## src/rtl/pdcs_pkg.sv

```systemverilog
// Purpose: constants for the per-port device control and status bank
// Assumes: 16-bit registers on a plain strobe port, one clock
// Notes: status events are sticky, cleared by writing one
//
// Overview of operation
// - control bit 0 gates correctable reporting
// - control bit 1 gates non-fatal reporting
// - control bit 2 gates fatal reporting
// - control bit 3 gates unsupported request reporting
// - relaxed ordering bit 4 reads zero, never set
// - bits 7:5 payload size, codes 0-4
// - payload codes 5-7 act as 128 bytes
// - bit 8 extended tag, debug tag range
// - phantom function bit 9 reads zero
// - aux power enable bit 10 reads zero
// - no-snoop bit 11 zero, attribute forwarded unchanged
// - read request size reads zero, no effect
// - status bit 0 correctable seen, write-one clear
// - status bit 1 non-fatal seen, write-one clear
// - status bit 2 fatal seen, write-one clear
// - status bit 3 unsupported seen, write-one clear
// - status bit 4 aux power reads zero
// - status bit 5 pending reads zero
package pdcs_pkg;
  localparam logic [7:0] PDCS_DEV_CTL_OFF = 8'h48;
  localparam logic [7:0] PDCS_DEV_STS_OFF = 8'h4a;
  localparam logic [7:0] PDCS_IRQ_MASK_OFF = 8'h4c;
  localparam logic [7:0] PDCS_DBG_CTL_OFF = 8'h4e;
  localparam logic [15:0] PDCS_CTL_RESET = 16'h0000;
  localparam logic [15:0] PDCS_STS_RESET = 16'h0000;
  localparam logic [15:0] PDCS_MASK_RESET = 16'h0000;
  // writable control bits: enables 3:0, payload 7:5, ext tag 8
  localparam logic [15:0] PDCS_CTL_WMASK = 16'h01ef;
  localparam logic [15:0] PDCS_STS_WMASK = 16'h000f;
  localparam int PDCS_CE_BIT = 0;
  localparam int PDCS_NFE_BIT = 1;
  localparam int PDCS_FE_BIT = 2;
  localparam int PDCS_UR_BIT = 3;
  localparam int PDCS_MPS_LSB = 5;
  localparam int PDCS_ETAG_BIT = 8;
  localparam logic [2:0] PDCS_MPS_MAX_CODE = 3'h4;
  localparam logic [7:0] PDCS_TAG_MAX_SHORT = 8'h1f;
  localparam logic [7:0] PDCS_TAG_MAX_LONG = 8'hff;
  localparam logic [11:0] PDCS_MPS_128 = 12'h080;
endpackage : pdcs_pkg

```

## src/rtl/pdcs_sticky.sv

```systemverilog
// Purpose: one sticky event bit with write-one clear
// Assumes: event and clear are single-cycle qualified
// Notes: set wins over clear in the same cycle
`timescale 1ns/1ns
`default_nettype none
module pdcs_sticky (
  input wire logic clk,
  input wire logic rst_n,
  input wire logic set_i,
  input wire logic clr_i,
  output logic flag_o
);
  logic flag_q;
  logic flag_d;
  assign flag_d = set_i | (flag_q & ~clr_i);
  always_ff @(posedge clk or negedge rst_n) begin
    if (!rst_n) flag_q <= 1'b0;
    else flag_q <= flag_d;
  end
  assign flag_o = flag_q;
endmodule : pdcs_sticky
`default_nettype wire

```

## src/rtl/pdcs_tag_gen.sv

```systemverilog
// Purpose: sequential debug tag counter
// Assumes: advance is sampled every clock; each cycle it is high is one step
// Notes: wraps at 31 or 255 by the extended tag enable
`timescale 1ns/1ns
`default_nettype none
module pdcs_tag_gen
  import pdcs_pkg::*;
(
  input wire logic clk,
  input wire logic rst_n,
  input wire logic enable_i,
  input wire logic ext_tag_i,
  input wire logic advance_i,
  output logic [7:0] tag_o
);
  logic [7:0] tag_q;
  logic [7:0] tag_d;
  logic [7:0] tag_max;
  assign tag_max = ext_tag_i ? PDCS_TAG_MAX_LONG : PDCS_TAG_MAX_SHORT;
  // clearing the enable restarts at zero; shrinking range sends an out-of-range tag back to zero
  assign tag_d = !enable_i ? 8'h00 :
                 (tag_q >= tag_max) ? 8'h00 : 8'(tag_q + 8'h01);
  always_ff @(posedge clk or negedge rst_n) begin
    if (!rst_n) tag_q <= 8'h00;
    // zero at once, without an advance, so a narrowed range does not keep a stale tag
    else if (advance_i || !enable_i || tag_q > tag_max) tag_q <= tag_d;
  end
  assign tag_o = tag_q;
endmodule : pdcs_tag_gen
`default_nettype wire

```

## src/rtl/pdcs_top.sv

```systemverilog
// Purpose: device control and device status registers of one port
// Assumes: software is the only party at the register port
// Notes: unmapped reads return zero, unmapped writes are dropped
//
// Added by the designer: strobed register access.
`timescale 1ns/1ns
`default_nettype none
module pdcs_top
  import pdcs_pkg::*;
(
  input wire logic REF_CLK,
  input wire logic RESETN,
  input wire logic [7:0] REG_ADDR,
  input wire logic [15:0] REG_WDATA,
  input wire logic REG_WR,
  input wire logic REG_RD,
  output logic [15:0] REG_RDATA,
  input wire logic CORRECTABLE_ERR,
  input wire logic NONFATAL_ERR,
  input wire logic FATAL_ERR,
  input wire logic UNSUPPORTED_REQ,
  output logic REPORT_CORRECTABLE,
  output logic REPORT_NONFATAL,
  output logic REPORT_FATAL,
  output logic REPORT_UNSUPPORTED_REQ,
  output logic [11:0] MAX_PAYLOAD_BYTES,
  output logic RELAXED_ORDERING_CTL,
  output logic NO_SNOOP_ENABLE,
  input wire logic FWD_NO_SNOOP_IN,
  output logic FWD_NO_SNOOP_OUT,
  input wire logic [2:0] FWD_RD_REQ_SIZE_IN,
  output logic [2:0] FWD_RD_REQ_SIZE_OUT,
  input wire logic TAG_ADVANCE,
  output logic [7:0] DEBUG_TAG,
  output logic IRQ
);
  logic [15:0] ctl_q;
  logic [15:0] ctl_d;
  logic [15:0] mask_q;
  logic [15:0] mask_d;
  logic dbg_q;
  logic dbg_d;
  logic [15:0] rdata_q;
  logic [15:0] rdata_d;
  logic [15:0] sts_val;
  logic [3:0] evt;
  logic [3:0] sts_bits;
  logic [11:0] payload_q;
  logic [11:0] payload_d;

  wire hit_ctl = REG_ADDR == PDCS_DEV_CTL_OFF;
  wire hit_sts = REG_ADDR == PDCS_DEV_STS_OFF;
  wire hit_mask = REG_ADDR == PDCS_IRQ_MASK_OFF;
  wire hit_dbg = REG_ADDR == PDCS_DBG_CTL_OFF;
  wire wr_ctl = REG_WR & hit_ctl;
  wire wr_sts = REG_WR & hit_sts;
  wire wr_mask = REG_WR & hit_mask;
  wire wr_dbg = REG_WR & hit_dbg;

  // read-only zero bits are never stored, so writes cannot reach them
  assign ctl_d = wr_ctl ? (REG_WDATA & PDCS_CTL_WMASK) : ctl_q;
  assign mask_d = wr_mask ? (REG_WDATA & PDCS_STS_WMASK) : mask_q;
  assign dbg_d = wr_dbg ? REG_WDATA[0] : dbg_q;

  always_ff @(posedge REF_CLK or negedge RESETN) begin
    if (!RESETN) begin
      ctl_q <= PDCS_CTL_RESET;
      mask_q <= PDCS_MASK_RESET;
      dbg_q <= 1'b0;
    end else begin
      ctl_q <= ctl_d;
      mask_q <= mask_d;
      dbg_q <= dbg_d;
    end
  end

  // status events: logged whatever the reporting enables say
  assign evt = {UNSUPPORTED_REQ, FATAL_ERR, NONFATAL_ERR, CORRECTABLE_ERR};
  genvar g;
  generate
    for (g = 0; g < 4; g++) begin : g_sts
      pdcs_sticky u_sticky (
        .clk(REF_CLK),
        .rst_n(RESETN),
        .set_i(evt[g]),
        .clr_i(wr_sts & REG_WDATA[g]),
        .flag_o(sts_bits[g])
      );
    end
  endgenerate
  // aux power and pending bits and 15:6 are constant zero
  assign sts_val = {12'h000, sts_bits};

  // reporting gated by the enables
  always_ff @(posedge REF_CLK or negedge RESETN) begin
    if (!RESETN) begin
      REPORT_CORRECTABLE <= 1'b0;
      REPORT_NONFATAL <= 1'b0;
      REPORT_FATAL <= 1'b0;
      REPORT_UNSUPPORTED_REQ <= 1'b0;
    end else begin
      REPORT_CORRECTABLE <= CORRECTABLE_ERR & ctl_q[PDCS_CE_BIT];
      REPORT_NONFATAL <= NONFATAL_ERR & ctl_q[PDCS_NFE_BIT];
      REPORT_FATAL <= FATAL_ERR & ctl_q[PDCS_FE_BIT];
      REPORT_UNSUPPORTED_REQ <= UNSUPPORTED_REQ & ctl_q[PDCS_UR_BIT];
    end
  end

  // payload decode; reserved codes fall back to the smallest size
  wire [2:0] mps_code = ctl_q[PDCS_MPS_LSB +: 3];
  assign payload_d = (mps_code > PDCS_MPS_MAX_CODE) ? PDCS_MPS_128 :
                     12'(PDCS_MPS_128 << mps_code);
  always_ff @(posedge REF_CLK or negedge RESETN) begin
    if (!RESETN) payload_q <= PDCS_MPS_128;
    else payload_q <= payload_d;
  end
  assign MAX_PAYLOAD_BYTES = payload_q;

  // attributes the port would originate are fixed off
  assign RELAXED_ORDERING_CTL = 1'b0;
  assign NO_SNOOP_ENABLE = 1'b0;
  assign FWD_NO_SNOOP_OUT = FWD_NO_SNOOP_IN;
  assign FWD_RD_REQ_SIZE_OUT = FWD_RD_REQ_SIZE_IN;

  pdcs_tag_gen u_tag (
    .clk(REF_CLK),
    .rst_n(RESETN),
    .enable_i(dbg_q),
    .ext_tag_i(ctl_q[PDCS_ETAG_BIT]),
    .advance_i(TAG_ADVANCE),
    .tag_o(DEBUG_TAG)
  );

  // bits 4, 9..15 of control are zero in storage, read straight out
  assign rdata_d = !REG_RD ? 16'h0000 :
                   hit_ctl ? ctl_q :
                   hit_sts ? sts_val :
                   hit_mask ? mask_q :
                   hit_dbg ? {15'h0000, dbg_q} : 16'h0000;
  always_ff @(posedge REF_CLK or negedge RESETN) begin
    if (!RESETN) rdata_q <= 16'h0000;
    else rdata_q <= rdata_d;
  end
  assign REG_RDATA = rdata_q;

  assign IRQ = |(sts_val & mask_q);

  property p_ctl_ro_zero;
    @(posedge REF_CLK) disable iff (!RESETN)
      (ctl_q & ~PDCS_CTL_WMASK) == 16'h0000;
  endproperty
  a_ctl_ro_zero: assert property (p_ctl_ro_zero)
    else $error("control read-only bits not zero");

  property p_ce_set;
    @(posedge REF_CLK) disable iff (!RESETN)
      CORRECTABLE_ERR |=> sts_bits[0];
  endproperty
  a_ce_set: assert property (p_ce_set)
    else $error("correctable event not logged");

  property p_nfe_clear;
    @(posedge REF_CLK) disable iff (!RESETN)
      (wr_sts && REG_WDATA[1] && !NONFATAL_ERR) |=> !sts_bits[1];
  endproperty
  a_nfe_clear: assert property (p_nfe_clear)
    else $error("non-fatal bit not cleared");

  property p_fe_hold;
    @(posedge REF_CLK) disable iff (!RESETN)
      (sts_bits[2] && !(wr_sts && REG_WDATA[2])) |=> sts_bits[2];
  endproperty
  a_fe_hold: assert property (p_fe_hold)
    else $error("fatal bit lost without clear");

  property p_ur_set;
    @(posedge REF_CLK) disable iff (!RESETN)
      UNSUPPORTED_REQ |=> sts_bits[3];
  endproperty
  a_ur_set: assert property (p_ur_set)
    else $error("unsupported request not logged");

  property p_rep_fatal;
    @(posedge REF_CLK) disable iff (!RESETN)
      (FATAL_ERR && ctl_q[PDCS_FE_BIT]) |=> REPORT_FATAL;
  endproperty
  a_rep_fatal: assert property (p_rep_fatal)
    else $error("fatal error not reported");

  property p_rep_ce_gate;
    @(posedge REF_CLK) disable iff (!RESETN)
      !ctl_q[PDCS_CE_BIT] |=> !REPORT_CORRECTABLE;
  endproperty
  a_rep_ce_gate: assert property (p_rep_ce_gate)
    else $error("correctable reported while disabled");

  property p_mps_reserved;
    @(posedge REF_CLK) disable iff (!RESETN)
      (ctl_q[7:5] > 3'h4) |=> (MAX_PAYLOAD_BYTES == 12'h080);
  endproperty
  a_mps_reserved: assert property (p_mps_reserved)
    else $error("reserved payload code not 128 bytes");

  property p_mps_2048;
    @(posedge REF_CLK) disable iff (!RESETN)
      (ctl_q[7:5] == 3'h4) |=> (MAX_PAYLOAD_BYTES == 12'h800);
  endproperty
  a_mps_2048: assert property (p_mps_2048)
    else $error("payload code 4 not 2048 bytes");

  property p_sts_ro;
    @(posedge REF_CLK) disable iff (!RESETN)
      (REG_RD && hit_sts) |=> (REG_RDATA[15:4] == 12'h000);
  endproperty
  a_sts_ro: assert property (p_sts_ro)
    else $error("status upper bits not zero");

  property p_tag_short;
    @(posedge REF_CLK) disable iff (!RESETN)
      (dbg_q && !ctl_q[PDCS_ETAG_BIT] && $past(dbg_q)
        && !$past(ctl_q[PDCS_ETAG_BIT])) |-> (DEBUG_TAG <= 8'h1f);
  endproperty
  a_tag_short: assert property (p_tag_short)
    else $error("debug tag beyond 31");

  // logging never depends on the reporting enables
  property p_ce_clear;
    @(posedge REF_CLK) disable iff (!RESETN)
      (wr_sts && REG_WDATA[0] && !CORRECTABLE_ERR) |=> !sts_bits[0];
  endproperty
  a_ce_clear: assert property (p_ce_clear)
    else $error("correctable bit not cleared");

  property p_ce_hold;
    @(posedge REF_CLK) disable iff (!RESETN)
      (sts_bits[0] && !(wr_sts && REG_WDATA[0])) |=> sts_bits[0];
  endproperty
  a_ce_hold: assert property (p_ce_hold)
    else $error("correctable bit lost without clear");

  property p_nfe_set;
    @(posedge REF_CLK) disable iff (!RESETN)
      NONFATAL_ERR |=> sts_bits[1];
  endproperty
  a_nfe_set: assert property (p_nfe_set)
    else $error("non-fatal event not logged");

  property p_nfe_hold;
    @(posedge REF_CLK) disable iff (!RESETN)
      (sts_bits[1] && !(wr_sts && REG_WDATA[1])) |=> sts_bits[1];
  endproperty
  a_nfe_hold: assert property (p_nfe_hold)
    else $error("non-fatal bit lost without clear");

  property p_fe_set;
    @(posedge REF_CLK) disable iff (!RESETN)
      FATAL_ERR |=> sts_bits[2];
  endproperty
  a_fe_set: assert property (p_fe_set)
    else $error("fatal event not logged");

  property p_fe_clear;
    @(posedge REF_CLK) disable iff (!RESETN)
      (wr_sts && REG_WDATA[2] && !FATAL_ERR) |=> !sts_bits[2];
  endproperty
  a_fe_clear: assert property (p_fe_clear)
    else $error("fatal bit not cleared");

  property p_ur_clear;
    @(posedge REF_CLK) disable iff (!RESETN)
      (wr_sts && REG_WDATA[3] && !UNSUPPORTED_REQ) |=> !sts_bits[3];
  endproperty
  a_ur_clear: assert property (p_ur_clear)
    else $error("unsupported request bit not cleared");

  property p_ur_hold;
    @(posedge REF_CLK) disable iff (!RESETN)
      (sts_bits[3] && !(wr_sts && REG_WDATA[3])) |=> sts_bits[3];
  endproperty
  a_ur_hold: assert property (p_ur_hold)
    else $error("unsupported request bit lost without clear");

  property p_rep_ce;
    @(posedge REF_CLK) disable iff (!RESETN)
      (CORRECTABLE_ERR && ctl_q[PDCS_CE_BIT]) |=> REPORT_CORRECTABLE;
  endproperty
  a_rep_ce: assert property (p_rep_ce)
    else $error("correctable error not reported");

  property p_rep_nfe;
    @(posedge REF_CLK) disable iff (!RESETN)
      (NONFATAL_ERR && ctl_q[PDCS_NFE_BIT]) |=> REPORT_NONFATAL;
  endproperty
  a_rep_nfe: assert property (p_rep_nfe)
    else $error("non-fatal error not reported");

  property p_rep_nfe_gate;
    @(posedge REF_CLK) disable iff (!RESETN)
      !ctl_q[PDCS_NFE_BIT] |=> !REPORT_NONFATAL;
  endproperty
  a_rep_nfe_gate: assert property (p_rep_nfe_gate)
    else $error("non-fatal reported while disabled");

  property p_rep_fe_gate;
    @(posedge REF_CLK) disable iff (!RESETN)
      !ctl_q[PDCS_FE_BIT] |=> !REPORT_FATAL;
  endproperty
  a_rep_fe_gate: assert property (p_rep_fe_gate)
    else $error("fatal reported while disabled");

  property p_rep_ur;
    @(posedge REF_CLK) disable iff (!RESETN)
      (UNSUPPORTED_REQ && ctl_q[PDCS_UR_BIT]) |=> REPORT_UNSUPPORTED_REQ;
  endproperty
  a_rep_ur: assert property (p_rep_ur)
    else $error("unsupported request not reported");

  property p_rep_ur_gate;
    @(posedge REF_CLK) disable iff (!RESETN)
      !ctl_q[PDCS_UR_BIT] |=> !REPORT_UNSUPPORTED_REQ;
  endproperty
  a_rep_ur_gate: assert property (p_rep_ur_gate)
    else $error("unsupported request reported while disabled");

  property p_mps_128;
    @(posedge REF_CLK) disable iff (!RESETN)
      (ctl_q[7:5] == 3'h0) |=> (MAX_PAYLOAD_BYTES == 12'h080);
  endproperty
  a_mps_128: assert property (p_mps_128)
    else $error("payload code 0 not 128 bytes");

  property p_mps_256;
    @(posedge REF_CLK) disable iff (!RESETN)
      (ctl_q[7:5] == 3'h1) |=> (MAX_PAYLOAD_BYTES == 12'h100);
  endproperty
  a_mps_256: assert property (p_mps_256)
    else $error("payload code 1 not 256 bytes");

  property p_mps_512;
    @(posedge REF_CLK) disable iff (!RESETN)
      (ctl_q[7:5] == 3'h2) |=> (MAX_PAYLOAD_BYTES == 12'h200);
  endproperty
  a_mps_512: assert property (p_mps_512)
    else $error("payload code 2 not 512 bytes");

  property p_mps_1024;
    @(posedge REF_CLK) disable iff (!RESETN)
      (ctl_q[7:5] == 3'h3) |=> (MAX_PAYLOAD_BYTES == 12'h400);
  endproperty
  a_mps_1024: assert property (p_mps_1024)
    else $error("payload code 3 not 1024 bytes");

  property p_tag_off;
    @(posedge REF_CLK) disable iff (!RESETN)
      !dbg_q |=> (DEBUG_TAG == 8'h00);
  endproperty
  a_tag_off: assert property (p_tag_off)
    else $error("debug tag not zero while disabled");
endmodule : pdcs_top
`default_nettype wire

```

## config.mk

```make
export PLATFORM = sky130hd
export DESIGN_NAME = pdcs_top
export DESIGN_NICKNAME = d
export VERILOG_FILES = /design/src/rtl/pdcs_pkg.sv /design/src/rtl/pdcs_sticky.sv /design/src/rtl/pdcs_tag_gen.sv /design/src/rtl/pdcs_top.sv
export SDC_FILE = /design/constraint.sdc
export NUM_CORES = 1
export LEC_CHECK = 0
export BUFFER_PORTS_ARGS = -buffer_cell sky130_fd_sc_hd__buf_4
export CAP_MARGIN = 5
export CORE_UTILIZATION = 35
export DETAILED_ROUTE_END_ITERATION = 10
export PLACE_DENSITY = 0.63
export SETUP_SLACK_MARGIN = 0.3
export SYNTH_ARGS = -nofsm -noshare
export SYNTH_HDL_FRONTEND = slang
export SYNTH_SLANG_ARGS = --single-unit
```

## constraint.sdc

```tcl
create_clock -name REF_CLK -period 3.7 [get_ports REF_CLK]
set_input_delay 0.74 -clock REF_CLK [delete_from_list [all_inputs] [get_ports REF_CLK]]
set_output_delay 0.74 -clock REF_CLK [all_outputs]
set_load 0.005 [all_outputs]
```

* Yosys cells after proc, flatten, opt, wreduce, memory -nomap -nowiden
Cells that the tools add are included.
** Storage, ports and cells
- Latch bits :: 0
- Input bits :: 37
- Output and inout bits :: 47
- Bits in writable memories :: 0
- Bits in read-only memories :: 0
- Flip-flop bits (word level) :: 57
- Memories :: 0
** Operators by class
- Shift-type cells :: 1
- $lt $le $gt $ge :: 3
- Equal/unequal tests :: 4
- Divide/modulo/power cells :: 0
- Muxes and demuxes :: 9
- Reductions and logical operators :: 4
- Bitwise gates (word level) :: 25
- Multipliers :: 0
- $add $sub $neg :: 1
** Operators with widths (number)
- 8-bit by 7-bit == test with 1-bit output, second input constant :: 4
- 8-bit 2-to-1 mux :: 3
- 1-bit AND :: 16
- 16-bit 2-to-1 mux :: 1
- 16-bit OR reduction :: 1
- 12-bit 2-to-1 mux :: 1
- 8-bit by 3-bit << shifter with 12-bit output, first input constant :: 1
- 9-bit 2-to-1 mux :: 1
- 8-bit by 1-bit adder with 8-bit output, second input constant :: 1
- 8-bit greater-or-equal comparator :: 1
- 8-bit > comparator :: 1
- 4-bit 2-to-1 mux :: 2
- 4-bit AND :: 1
- 1-bit inverter :: 4
- 1-bit OR :: 4
- 3-bit > comparator, second input constant :: 1
- 1-bit logical OR :: 2
- 1-bit zero test :: 1
- 1-bit 2-to-1 mux :: 1

* Longest topological paths before layout
Gate-level depths: netlist of the first run.
- Depth in word-level cells :: 6
- Gate-level depth with buffers :: 7
- Depth with buffers taken out :: 7

* By module
Synthesis of the first run repeated with hierarchy kept, for this count alone.
** Unflattened totals
- Cell total of the unflattened synthesis :: 187
- Area total of the unflattened synthesis :: 2153.3 um^2
** Modules (own cells, without submodules)
- pdcs_top :: cells each 116, times used 1, area an instance 1458.9 um^2
- pdcs_tag_gen :: cells each 59, times used 1, area an instance 549.3 um^2
- pdcs_sticky :: cells each 3, times used 4, area an instance 36.3 um^2

* Worst setup path before layout of the first run
Ideal clock, no wire load.
- Path kind :: input-to-reg
- Start :: in REG_ADDR[5]
- End :: reg ctl_q[0]
- Arrival :: 2.394 ns
- Setup time :: 0.125 ns
- Cell stages on the path :: 6
- Setup slack :: 1.181 ns
- Cell sequence :: or4b_1 nor3b_2 nand2_1 or3_1 buf_6 mux2_4
** On the way
- Cells in the longest elaborated chain, start to end :: 2
** RTL lines
- start, declared :: RTL line pdcs_top.sv:13 : input wire logic [7:0] REG_ADDR,
- 8-bit by 7-bit == test with 1-bit output :: RTL line pdcs_top.sv:51 : wire hit_ctl = REG_ADDR == PDCS_DEV_CTL_OFF;
- 1-bit AND :: RTL line pdcs_top.sv:55 : wire wr_ctl = REG_WR & hit_ctl;
- end signal, assigned :: RTL line pdcs_top.sv:71 : ctl_q <= ctl_d;
- end, declared :: RTL line pdcs_top.sv:37 : logic [15:0] ctl_q;
Every way passes these cells.
A chain may end at the register's enable or synchronous reset.

* Final worst setup path of the first run
Ends and elaborated chain as after synthesis.

==> impl_results.md, run 1 <==
- Final setup fails: 0
- Cts hold-fix bufs: 0
- CTS max path bufs: 2
- Worst VDD drop: 160 uV
- Post-CTS resize count: 0
- Max Fclk: 383 MHz
- Synth Area per Inst: 11.3 um^2
- Num CTS Buffers: 5
- Fin crit share: 0.706
- Crit-path cells: buf_4 > or4b_1 > nor3b_2 > nand2_1 > or3_1 > mux2_4
- Status: complete, no violations
- Static Leak: 1.26 nW
- Fillers: 548
- Largest net degree at the start of global routing: 43
- Setup_tns: 0 ns
- CTS tree: yes
- Commonest non-fill, non-tap cells in the layout: buf_4 (50), dfrtp_1 (41), conb_1 (17)
- Vias per inst: 4.89
- GR Overflow Total: 0
- RSZ-0062 raised after global routing: no
- Power density cells: 337 nW/um^2
- CTS Root Cell: clkbuf_8
- CORE AREA: 5680 um^2
- Layout cells sized above 1: 0.340
- Htree depth: 2
- Global-route wire length before repair: 7.01 mm
- Post-synth cell types: 43
- Number of DRC markers in iteration 0: 101
- Gpl congestion: 0.760
- Max_cap viols: 0
- Later-pin clock latency in the skew report: 0.28 ns
- Worst Max-Slew Pin Slew: 0.550 ns
- Synth Cell Area: 2110 um^2
- Final Util: 0.448
- Max_slew headroom: 0.634
- Slowest cell on the critical path: or3_1
- Antenna-violating nets left: 0
- Post-DP HPWL: 3.07 mm
- Area occupied by multi-input gates: 922 um^2
- Clk pin slew, worst setup/hold paths: 0.09 ns
- CP max FO: 8
- Router iterations before antenna repair: 5
- Critical path endpoint category: register
- Avg WL per Cell: 13.5 um
- Setup CP Type: input port to register
- PortBufs: 50
- Synthesis Warnings: 0
- Critical path arrival: 2.78 ns
- Post-CTS setup buffers: 0
- Area delta synth->final: 20.6%
- Die footprint: 6350 um^2
- Hold crit path type: input port to asynchronous set/reset pin
- Die H: 79.7 um
- TritonCTS Sinks: 42
- Mapped Cells: 186
- # rows: 27
- DRC viols: 0
- Crit path largest cell delay: 0.57 ns
- Setup WS post-layout: 1.09 ns
- Most common cell after layout, fill and taps aside: buf_4
- Critical path required time: 3.87 ns
- Vias post-DR: 1502
- Fin. Hold Viols: 0
- N_diodes: 0
- Sequential area share after synthesis: 0.499
- Top Ports: 84
- Total Wirelength: 4.15 mm
- Fin crit period: 2.61 ns
- Final Skew: 0.00602 ns
- Initial Util: 0.372
- Die X: 79.7 um
- Number of synthesized register bits: 42
- Sequential cell area: 1050 um^2
- Number of global-route vias before repair: 1454
- Initial antenna violation count: 0
- Fin. max-slew vios: 0
- Fin nets: 277
- Gr usage total: 0.145
- CP startpoint kind: input port
- Setup WS pre-CTS: 0.739 ns
[critical path: cells and delay by family]
family / cells / cell delay, ns
simple gates: 4 / 1.56
buf+inv: 1 / 0.10
mux: 1 / 0.38
[kinds of logic after synthesis]
family          after synthesis  share of synthesized area
fa+ha+maj                     6                     0.0356
other cells                   1                    0.00178
buf+inv                      29                     0.0931
flops                        42                      0.499
mux                          17                      0.108
compound gates               29                     0.0913
simple gates                 62                      0.171
[final timing paths]
kind	slack (ns)	start	endpoint	cells past startpoint
worst max-delay path	1.09	REG_ADDR[5]	ctl_q[0]	6
max in group asynchronous	2.92	RESETN	MAX_PAYLOAD_BYTES[7]	1
worst min register to register	0.52	ctl_q[8]	ctl_q[8]	1
min in group REF_CLK	0.52	ctl_q[8]	ctl_q[8]	1
worst max register to register	1.29	ctl_q[8]	u_tag.tag_o[3]	7
worst min-delay path	0.42	RESETN	REPORT_FATAL	1
[where the power goes]
| group | internal, W | switching [W] | total [W] |
|---|---|---|---|
| sequential | 0.000471 | 0.00000931 | 0.000480 |
| combinational | 0.0000441 | 0.0000400 | 0.0000841 |
| clock | 0.000133 | 0.000161 | 0.000294 |
[cell type report]
class,count,area share
multi-input combinational,131,0.362
clock inverter,3,0.00836
tap,72,0.0354
clock buffer,5,0.0270
timing repair buffer,50,0.147
inverter,4,0.00590
sequential,42,0.413
[metrics by stage]
step	hold slack, ns	cells	power, W	area, um^2
3_5_place_dp	0.504	299	0.000575	2450
2_1_floorplan	0.444	202	0.000542	2170
3_3_place_gp	0.497	299	0.000573	2450
6_report	0.420	307	0.000858	2540
4_1_cts	0.432	307	0.000872	2540
5_1_grt	0.461	307	0.000900	2540
[metal layers]
metal,share of wire,vias to the layer above,wire length (um),global-route usage
met1,0.44,715,1820,0.190
met5,0,-,0,0
li1,-,713,-,-
met4,0.010,0,43,0.0600
met3,0.072,4,299,0.0274
met2,0.48,70,1980,0.232
[cell usage after synthesis]
| master | count | share of area |
|---|---|---|
| a32oi_1 | 1 | 0.0042 |
| or4b_2 | 1 | 0.0047 |
| nand2_1 | 11 | 0.020 |
| nand4b_1 | 1 | 0.0042 |
| and2_1 | 7 | 0.021 |
| mux2_4 | 8 | 0.057 |
| nor4_1 | 1 | 0.0030 |
| dfstp_2 | 1 | 0.012 |
| ha_1 | 6 | 0.036 |
| o21ai_0 | 5 | 0.012 |
| nor4bb_1 | 1 | 0.0047 |
| o211ai_1 | 3 | 0.011 |
| nand3_1 | 6 | 0.014 |
| buf_4 | 21 | 0.075 |
| a211oi_1 | 1 | 0.0036 |
| nand2b_1 | 2 | 0.0059 |
| nor3b_1 | 1 | 0.0036 |
| nor3_1 | 2 | 0.0047 |
| a311oi_1 | 1 | 0.0042 |
| inv_1 | 4 | 0.0071 |
| buf_6 | 1 | 0.0053 |
| nor4b_1 | 1 | 0.0042 |
| a22oi_1 | 3 | 0.011 |
| a21boi_0 | 3 | 0.011 |
| or4b_1 | 1 | 0.0047 |
| nor3b_2 | 2 | 0.012 |
| dfrtp_1 | 41 | 0.49 |
| mux4_2 | 1 | 0.011 |
| buf_2 | 1 | 0.0024 |
| clkbuf_1 | 2 | 0.0036 |
| a21o_1 | 6 | 0.021 |
| or3_1 | 4 | 0.012 |
| conb_1 | 1 | 0.0018 |
| and3_2 | 2 | 0.0071 |
| mux2_2 | 5 | 0.027 |
| mux2i_1 | 3 | 0.014 |
| and4_1 | 1 | 0.0042 |
| a21oi_1 | 6 | 0.014 |
| nor2b_1 | 4 | 0.012 |
| nand3b_1 | 1 | 0.0036 |
| nor2_1 | 10 | 0.018 |
| nand4_1 | 1 | 0.0030 |
| or2_2 | 2 | 0.0059 |
[registers in the layout (all words and copies together), names as in the netlist]
register	cells
mask_q	4
u_tag.tag_o	8
REPORT_NONFATAL	1
REPORT_UNSUPPORTED_REQ	1
g_sts.u_sticky.flag_o	4
REPORT_CORRECTABLE	1
MAX_PAYLOAD_BYTES	5
dbg_q	1
REPORT_FATAL	1
REG_RDATA	8
ctl_q	8
(Power assumes the default switching activity.)
==> inputs of run 2 (changes only) <==
--- a/config.mk
+++ b/config.mk
@@ -9,7 +9,7 @@
 export CAP_MARGIN = 5
 export CORE_UTILIZATION = 35
 export DETAILED_ROUTE_END_ITERATION = 10
-export PLACE_DENSITY = 0.63
+export PLACE_DENSITY = 0.65
 export SETUP_SLACK_MARGIN = 0.3
 export SYNTH_ARGS = -nofsm -noshare
 export SYNTH_HDL_FRONTEND = slang
==> constraint.sdc (replaced) <==
create_clock -name REF_CLK -period 2.4 [get_ports REF_CLK]
set_input_delay 0.48 -clock REF_CLK [delete_from_list [all_inputs] [get_ports REF_CLK]]
set_output_delay 0.48 -clock REF_CLK [all_outputs]
set_load 0.005 [all_outputs]
==> run 2 against run 1 <==
  * Wire length up 1.9%
  * Sequential power up 54%
  * Combinational power up 63%
  * Cell count up 3.3%
  * Critical path type unchanged
  * Critical endpoint is now ctl_q[3]
  * Highest routed layer unchanged
==> impl_results.md, run 2 (synthesized netlist as in run 1, its figures left out) <==
- Fin. Hold Viols: 0
- Critical path required time: 2.58 ns
- Gpl congestion: 0.768
- Cts hold-fix bufs: 0
- Most common cell after layout, fill and taps aside: buf_4
- Gr usage total: 0.144
- Top Ports: 84
- Hold crit path type: input port to asynchronous set/reset pin
- Max_cap viols: 0
- Hold Worst Slack: 0.149 ns
- Die X: 79.7 um
- Area delta synth->final: 27.0%
- Later-pin clock latency in the skew report: 0.29 ns
- Total power draw: 0.00142 W
- Final non-filler cell total: 317
- Die footprint: 6350 um^2
- # rows: 27
- Max_slew headroom: 0.650
- Antenna-violating nets left: 0
- Worst Path Buf+Inv: 2
- Fin. max-slew vios: 0
- Crit-path most repeated cell: buf_6
- Slowest cell on the critical path: or4b_4
- CP startpoint kind: input port
- Fin nets: 287
- Htree depth: 2
- Fillers: 542
- RSZ-0062 raised after global routing: yes
- DRC viols: 0
- Worst VDD drop: 227 uV
- PortBufs: 50
- Router iterations before antenna repair: 4
- Number of global-route vias before repair: 1481
- Dpl cells: 306
- CTS tree: yes
- Vias per inst: 4.77
- Setup CP Type: input port to register
- Final Skew: 0.00433 ns
- Layout cells sized above 1: 0.392
- CP max FO: 8
- Post-DP HPWL: 3.01 mm
- TritonCTS Sinks: 42
- Avg WL per Cell: 13.3 um
- CORE AREA: 5680 um^2
- CTS max path bufs: 2
- CTS Root Cell: clkbuf_8
- Critical path endpoint category: register
- Worst Max-Slew Pin Slew: 0.526 ns
- Largest net degree at the start of global routing: 43
- Critical path arrival: 2.22 ns
- Crit-path leading delay family: simple AND/OR/NAND/NOR gates
- Vias post-DR: 1513
- Max Fclk: 491 MHz
- FF-to-FF setup slack: 0.38 ns
- Clk pin slew, worst setup/hold paths: 0.08 ns
- Initial antenna violation count: 0
- Global-route wire length before repair: 6.88 mm
- N_diodes: 0
- Power density cells: 531 nW/um^2
- GR Overflow Total: 0
- Initial Util: 0.372
- Crit path largest cell delay: 0.53 ns
- Status: complete, no violations
- Commonest non-fill, non-tap cells in the layout: buf_4 (58), dfrtp_1 (41), conb_1 (17)
- Crit-path cells: buf_6 > or4b_4 > nor3b_4 > nand2_1 > or3_1 > buf_6 > mux2_4
- Num CTS Buffers: 5
- Total Wirelength: 4.22 mm
- Number of DRC markers in iteration 0: 70
- Fin crit share: 0.849
- Final setup fails: 0
- Die H: 79.7 um
- Static Leak: 1.34 nW
- Fin crit period: 2.04 ns
## run 2: changes by cell type in the layout (fill, tap and decap cells not counted), moves of 2 or more
| cell | change |
|---|---|
| or4b_4 | +2 |
| buf_4 | +8 |
| a21boi_0 | -2 |
| buf_6 | +2 |
| a21boi_1 | +2 |
## run 2: final timing paths
kind	startpoint	to	cells after the start
worst max-delay path	REG_ADDR[5]	ctl_q[3]	7
worst min-delay path	RESETN	mask_q[0]	1
worst max register to register	ctl_q[8]	u_tag.tag_o[4]	7
worst min register to register	ctl_q[6]	MAX_PAYLOAD_BYTES[8]	1
max in group asynchronous	RESETN	REG_RDATA[2]	1
min in group REF_CLK	FATAL_ERR	g_sts[2].u_sticky.flag_o	2
## run 2: worst reg2reg max path: stages (launching register included)
cell      delay [ns]
dfrtp_1         0.40
inv_2           0.09
ha_1            0.24
a21o_1          0.20
a21o_4          0.25
or2_2           0.29
or3_1           0.30
a21boi_0        0.17
## run 2: layer usage
layer / global-route usage / up-vias / wire length (um)
met3: 0.0400 / 8 / 246
met1: 0.177 / 723 / 1830
met2: 0.230 / 49 / 2050
met5: 0 / - / 0
met4: 0.0764 / 0 / 99
li1: - / 733 / -
## run 2: what timing repair did
action | CTS | global route
buffers inserted | 0 | 3
resized for setup | 3 | 8
endpoints found under the hold margin | 0 | 0
pin swaps | 0 | 7
setup endpoints to repair | 4 | 16
## run 2: final cells by class
class                      count  area (um^2)  share of cell area
sequential                    42         1050               0.393
clock inverter                 3         40.0              0.0149
clock buffer                   5         68.8              0.0257
tap                           72         90.1              0.0336
multi-input combinational    131          956               0.357
timing repair buffer          60          458               0.171
inverter                       4         15.0             0.00560
## run 2: per-stage QoR
stage | setup TNS (ns) | setup slack [ns] | area (um^2) | util
2_1_floorplan | 0 | 0.189 | 2180 | -
3_3_place_gp | 0 | 0.0234 | 2520 | 0.444
3_5_place_dp | -0.0292 | -0.00987 | 2520 | 0.444
4_1_cts | 0 | 0.300 | 2640 | 0.465
5_1_grt | 0 | 0.268 | 2680 | 0.472
6_report | 0 | 0.363 | 2680 | 0.472
## run 2: power by group
group / switching (W) / internal [W] / total (W)
clock: 0.000239 / 0.000306 / 0.000545
sequential: 0.0000149 / 0.000726 / 0.000741
combinational: 0.0000624 / 0.0000743 / 0.000137
total: 0.000316 / 0.00111 / 0.00142
==> inputs of run 3 (changes only) <==
--- a/config.mk
+++ b/config.mk
@@ -5,11 +5,12 @@
 export SDC_FILE = /design/constraint.sdc
 export NUM_CORES = 1
 export LEC_CHECK = 0
+export ABC_AREA = 1
 export BUFFER_PORTS_ARGS = -buffer_cell sky130_fd_sc_hd__buf_4
 export CAP_MARGIN = 5
 export CORE_UTILIZATION = 35
 export DETAILED_ROUTE_END_ITERATION = 10
-export PLACE_DENSITY = 0.65
+export PLACE_DENSITY = 0.62
 export SETUP_SLACK_MARGIN = 0.3
 export SYNTH_ARGS = -nofsm -noshare
 export SYNTH_HDL_FRONTEND = slang
==> constraint.sdc (replaced) <==
create_clock -name REF_CLK -period 1.9 [get_ports REF_CLK]
set_input_delay 0.38 -clock REF_CLK [delete_from_list [all_inputs] [get_ports REF_CLK]]
set_output_delay 0.38 -clock REF_CLK [all_outputs]
set_load 0.005 [all_outputs]
==> run 3 against run 2 <==
  * Wire length up 7.7%
  * Setup slack improved by 0.0080 ns
  * Largest power group unchanged
  * Combinational power grew to 2.9 times the previous value
  * Via count grew 17%
  * Final area rose by 1.9%
  * Register-to-register slack is essentially flat
  * Critical endpoint is now u_tag.tag_o[5]
  * Total power grew 45%
  * Sequential power grew 42%
  * Largest cell class unchanged
==> impl_results.md, run 3 <==
- Status: complete, no violations
- Post-synthesis xor/xnor area fraction: 0.00787
- Final setup fails: 0
- Router iterations before antenna repair: 4
- Fin nets: 370
- PortBufs: 50
- Gpl congestion: 0.851
- Ys async rst share: 1.00
- Synth Area in Compound Gates: 0.0618
- Antenna-violating nets left: 0
- CP Depth: 9
- Setup_tns: 0 ns
- CTS tree: yes
- Synth Area in Simple Gates: 0.270
- R2R cell count: 9
- CP Launch Point: u_tag.tag_o[6]
- Synthesis Warnings: 0
- CTS max path bufs: 2
- Max_slew headroom: 0.644
- Critical path arrival: 1.74 ns
- Worst VDD drop: 447 uV
- Top cells by count, synth: nand2_1 (58), dfrtp_1 (41), inv_1 (40)
- Critical path endpoint category: register
- Sequential area share after synthesis: 0.472
- Die X: 81.8 um
- Final Util: 0.453
- Later-pin clock latency in the skew report: 0.31 ns
- Worst setup path endpoint: u_tag.tag_o[5]
- Synth Cell Area: 2230 um^2
- Reg2reg start: u_tag.tag_o[6]
- RSZ-0062 raised after global routing: yes
- Max_cap viols: 0
- Die H: 81.8 um
- Power density cells: 758 nW/um^2
- Yosys top cell area share: 0.461
- Static Leak: 1.51 nW
- TritonCTS Sinks: 42
- Worst Path Buf+Inv: 1
- Avg WL per Cell: 11.3 um
- Layout cells sized above 1: 0.280
- Die footprint: 6690 um^2
- Commonest non-fill, non-tap cells in the layout: nand2_1 (58), buf_4 (53), inv_1 (39)
- CORE AREA: 6030 um^2
- Crit-path leading delay family: simple AND/OR/NAND/NOR gates
- EDFF count, synth: 0
- Post-DP HPWL: 3.37 mm
- Vias post-DR: 1764
- Global-route wire length before repair: 7.79 mm
- Hold crit path type: input port to asynchronous set/reset pin
- N_diodes: 0
- Setup CP Type: register to register
- FF-to-FF setup slack: 0.37 ns
- Mapped Cells: 274
- Area delta synth->final: 22.6%
- Htree depth: 2
- Final Skew: 0.00909 ns
- Number of DRC markers in iteration 0: 43
- Post-synthesis mux area share: 0
- Top Ports: 84
- GR Overflow Total: 0
- Ranking of synthesized cells by area: dfrtp_1 (46%), nand2_1 (9.8%), buf_4 (7.1%), inv_1 (6.7%), nand3_1 (6.1%)
- Post-synth cell types: 26
- Largest family of logic cells by synthesized area: simple AND/OR/NAND/NOR gates
- Largest net degree at the start of global routing: 43
- Total Wirelength: 4.55 mm
- CTS Root Cell: clkbuf_8
- Fin crit share: 0.804
- # rows: 28
- Fin area: 2730 um^2
- Clk pin slew, worst setup/hold paths: 0.10 ns
- Fin. Hold Viols: 0
- Num CTS Buffers: 5
- Vias per inst: 4.38
- Number of synthesized register bits: 42
- Dpl cells: 393
- Final non-filler cell total: 403
- Crit-path cells: ha_1 > nand3_1 > nand3_1 > nand2_4 > nand2_4 > nand2_2 > nand2_1 > nand2_1 > inv_1
- CP max FO: 8
- Placed cell area: 2590 um^2
- Total power draw: 0.00207 W
- Fin. max-slew vios: 0
- CP startpoint kind: register
- Most common cell after layout, fill and taps aside: nand2_1
- Fin crit period: 1.53 ns
- Synth Area per Inst: 8.13 um^2
- DRC viols: 0
- Initial Util: 0.370
- Number of global-route vias before repair: 1749
- Gr usage total: 0.153
- Adder-Cell Fraction of Synth Area: 0.0337
- Initial antenna violation count: 0
- Most numerous cell in the Yosys netlist: nand2_1
- Worst Max-Slew Pin Slew: 0.534 ns
- Critical path required time: 2.11 ns
- Crit path largest cell delay: 0.44 ns
- Post-synth top flop: dfrtp_1
- Slowest cell on the critical path: dfrtp_2
- Cell taking the most area after synthesis: dfrtp_1
- Worst R2R End: u_tag.tag_o[5]
- Max Fclk: 654 MHz
==> run 3: cell count changes after synthesis, moves of 7 or more <==
cell	before	now
mux2_4	8	0
and2_1	7	0
nand3_1	6	27
o21ai_1	0	12
inv_1	4	40
nor2_1	10	28
nand2_1	11	58
==> run 3: worst min path at each step <==
stage               slack, ns  startpoint                     end
floorplan                0.08      RESETN   MAX_PAYLOAD_BYTES[10]
global placement         0.40      RESETN  REPORT_UNSUPPORTED_REQ
detailed placement       0.41      RESETN                ctl_q[3]
CTS                      0.07      RESETN                ctl_q[2]
global route             0.09      RESETN                ctl_q[2]
finish                   0.06      RESETN          u_tag.tag_o[3]
==> run 3: cell families (layout without fill, tap and decap cells) <==
group                    after synthesis  in the layout
AO/OA/AOI/OAI                         24             24
other                                  1             17
AND/OR/NAND/NOR                      132            132
adder cells (fa/ha/maj)                6              6
flip-flops                            42             42
XOR/XNOR                               2              2
buffers and inverters                 67            105
==> run 3: layout make-up <==
class / instances / area (um^2)
Tap cell: 75 / 93.8
Inverter: 44 / 165
Clock buffer: 5 / 68.8
Timing Repair Buffer: 53 / 398
Multi-Input combinational cell: 181 / 921
Clock inverter: 3 / 25.0
Sequential cell: 42 / 1060
Fill cell: 628 / 3300
==> run 3: what timing repair did <==
| action | in CTS | in global routing |
|---|---|---|
| endpoints found under the setup margin | 5 | 8 |
| buffers inserted | 0 | 2 |
| gates resized for setup | 2 | 9 |
| pin swaps | 0 | 1 |
| endpoints found under the hold margin | 0 | 0 |
| hold buffers | 0 | 0 |
| gates cloned | 0 | 0 |
==> run 3: layer usage <==
layer	share of wire	global-route usage
met1	0.47	0.200
met2	0.47	0.248
met3	0.058	0.0367
met4	0.010	0.0491
met5	0	0
==> run 3: power by group <==
group | switching (W) | total, W | internal (W)
logic | 0.000199 | 0.000399 | 0.000200
registers | 0.0000866 | 0.00105 | 0.000963
clock network | 0.000355 | 0.000621 | 0.000266
==> run 3: per-stage QoR <==
stage                     hold slack (ns)  worst slack, ns
final                              0.0553            0.371
after global placement              0.402            0.264
after detailed placement            0.408            0.249
after floorplan                    0.0844            0.439
after CTS                          0.0716            0.298
after global routing               0.0935            0.277
==> run 3: worst reg2reg max path, stage by stage, from the launching register on <==
cell     delay, ns
dfrtp_2       0.44
ha_1          0.34
nand3_1       0.10
nand3_1       0.14
nand2_4       0.13
nand2_4       0.09
nand2_2       0.07
nand2_1       0.04
nand2_1       0.05
inv_1         0.03
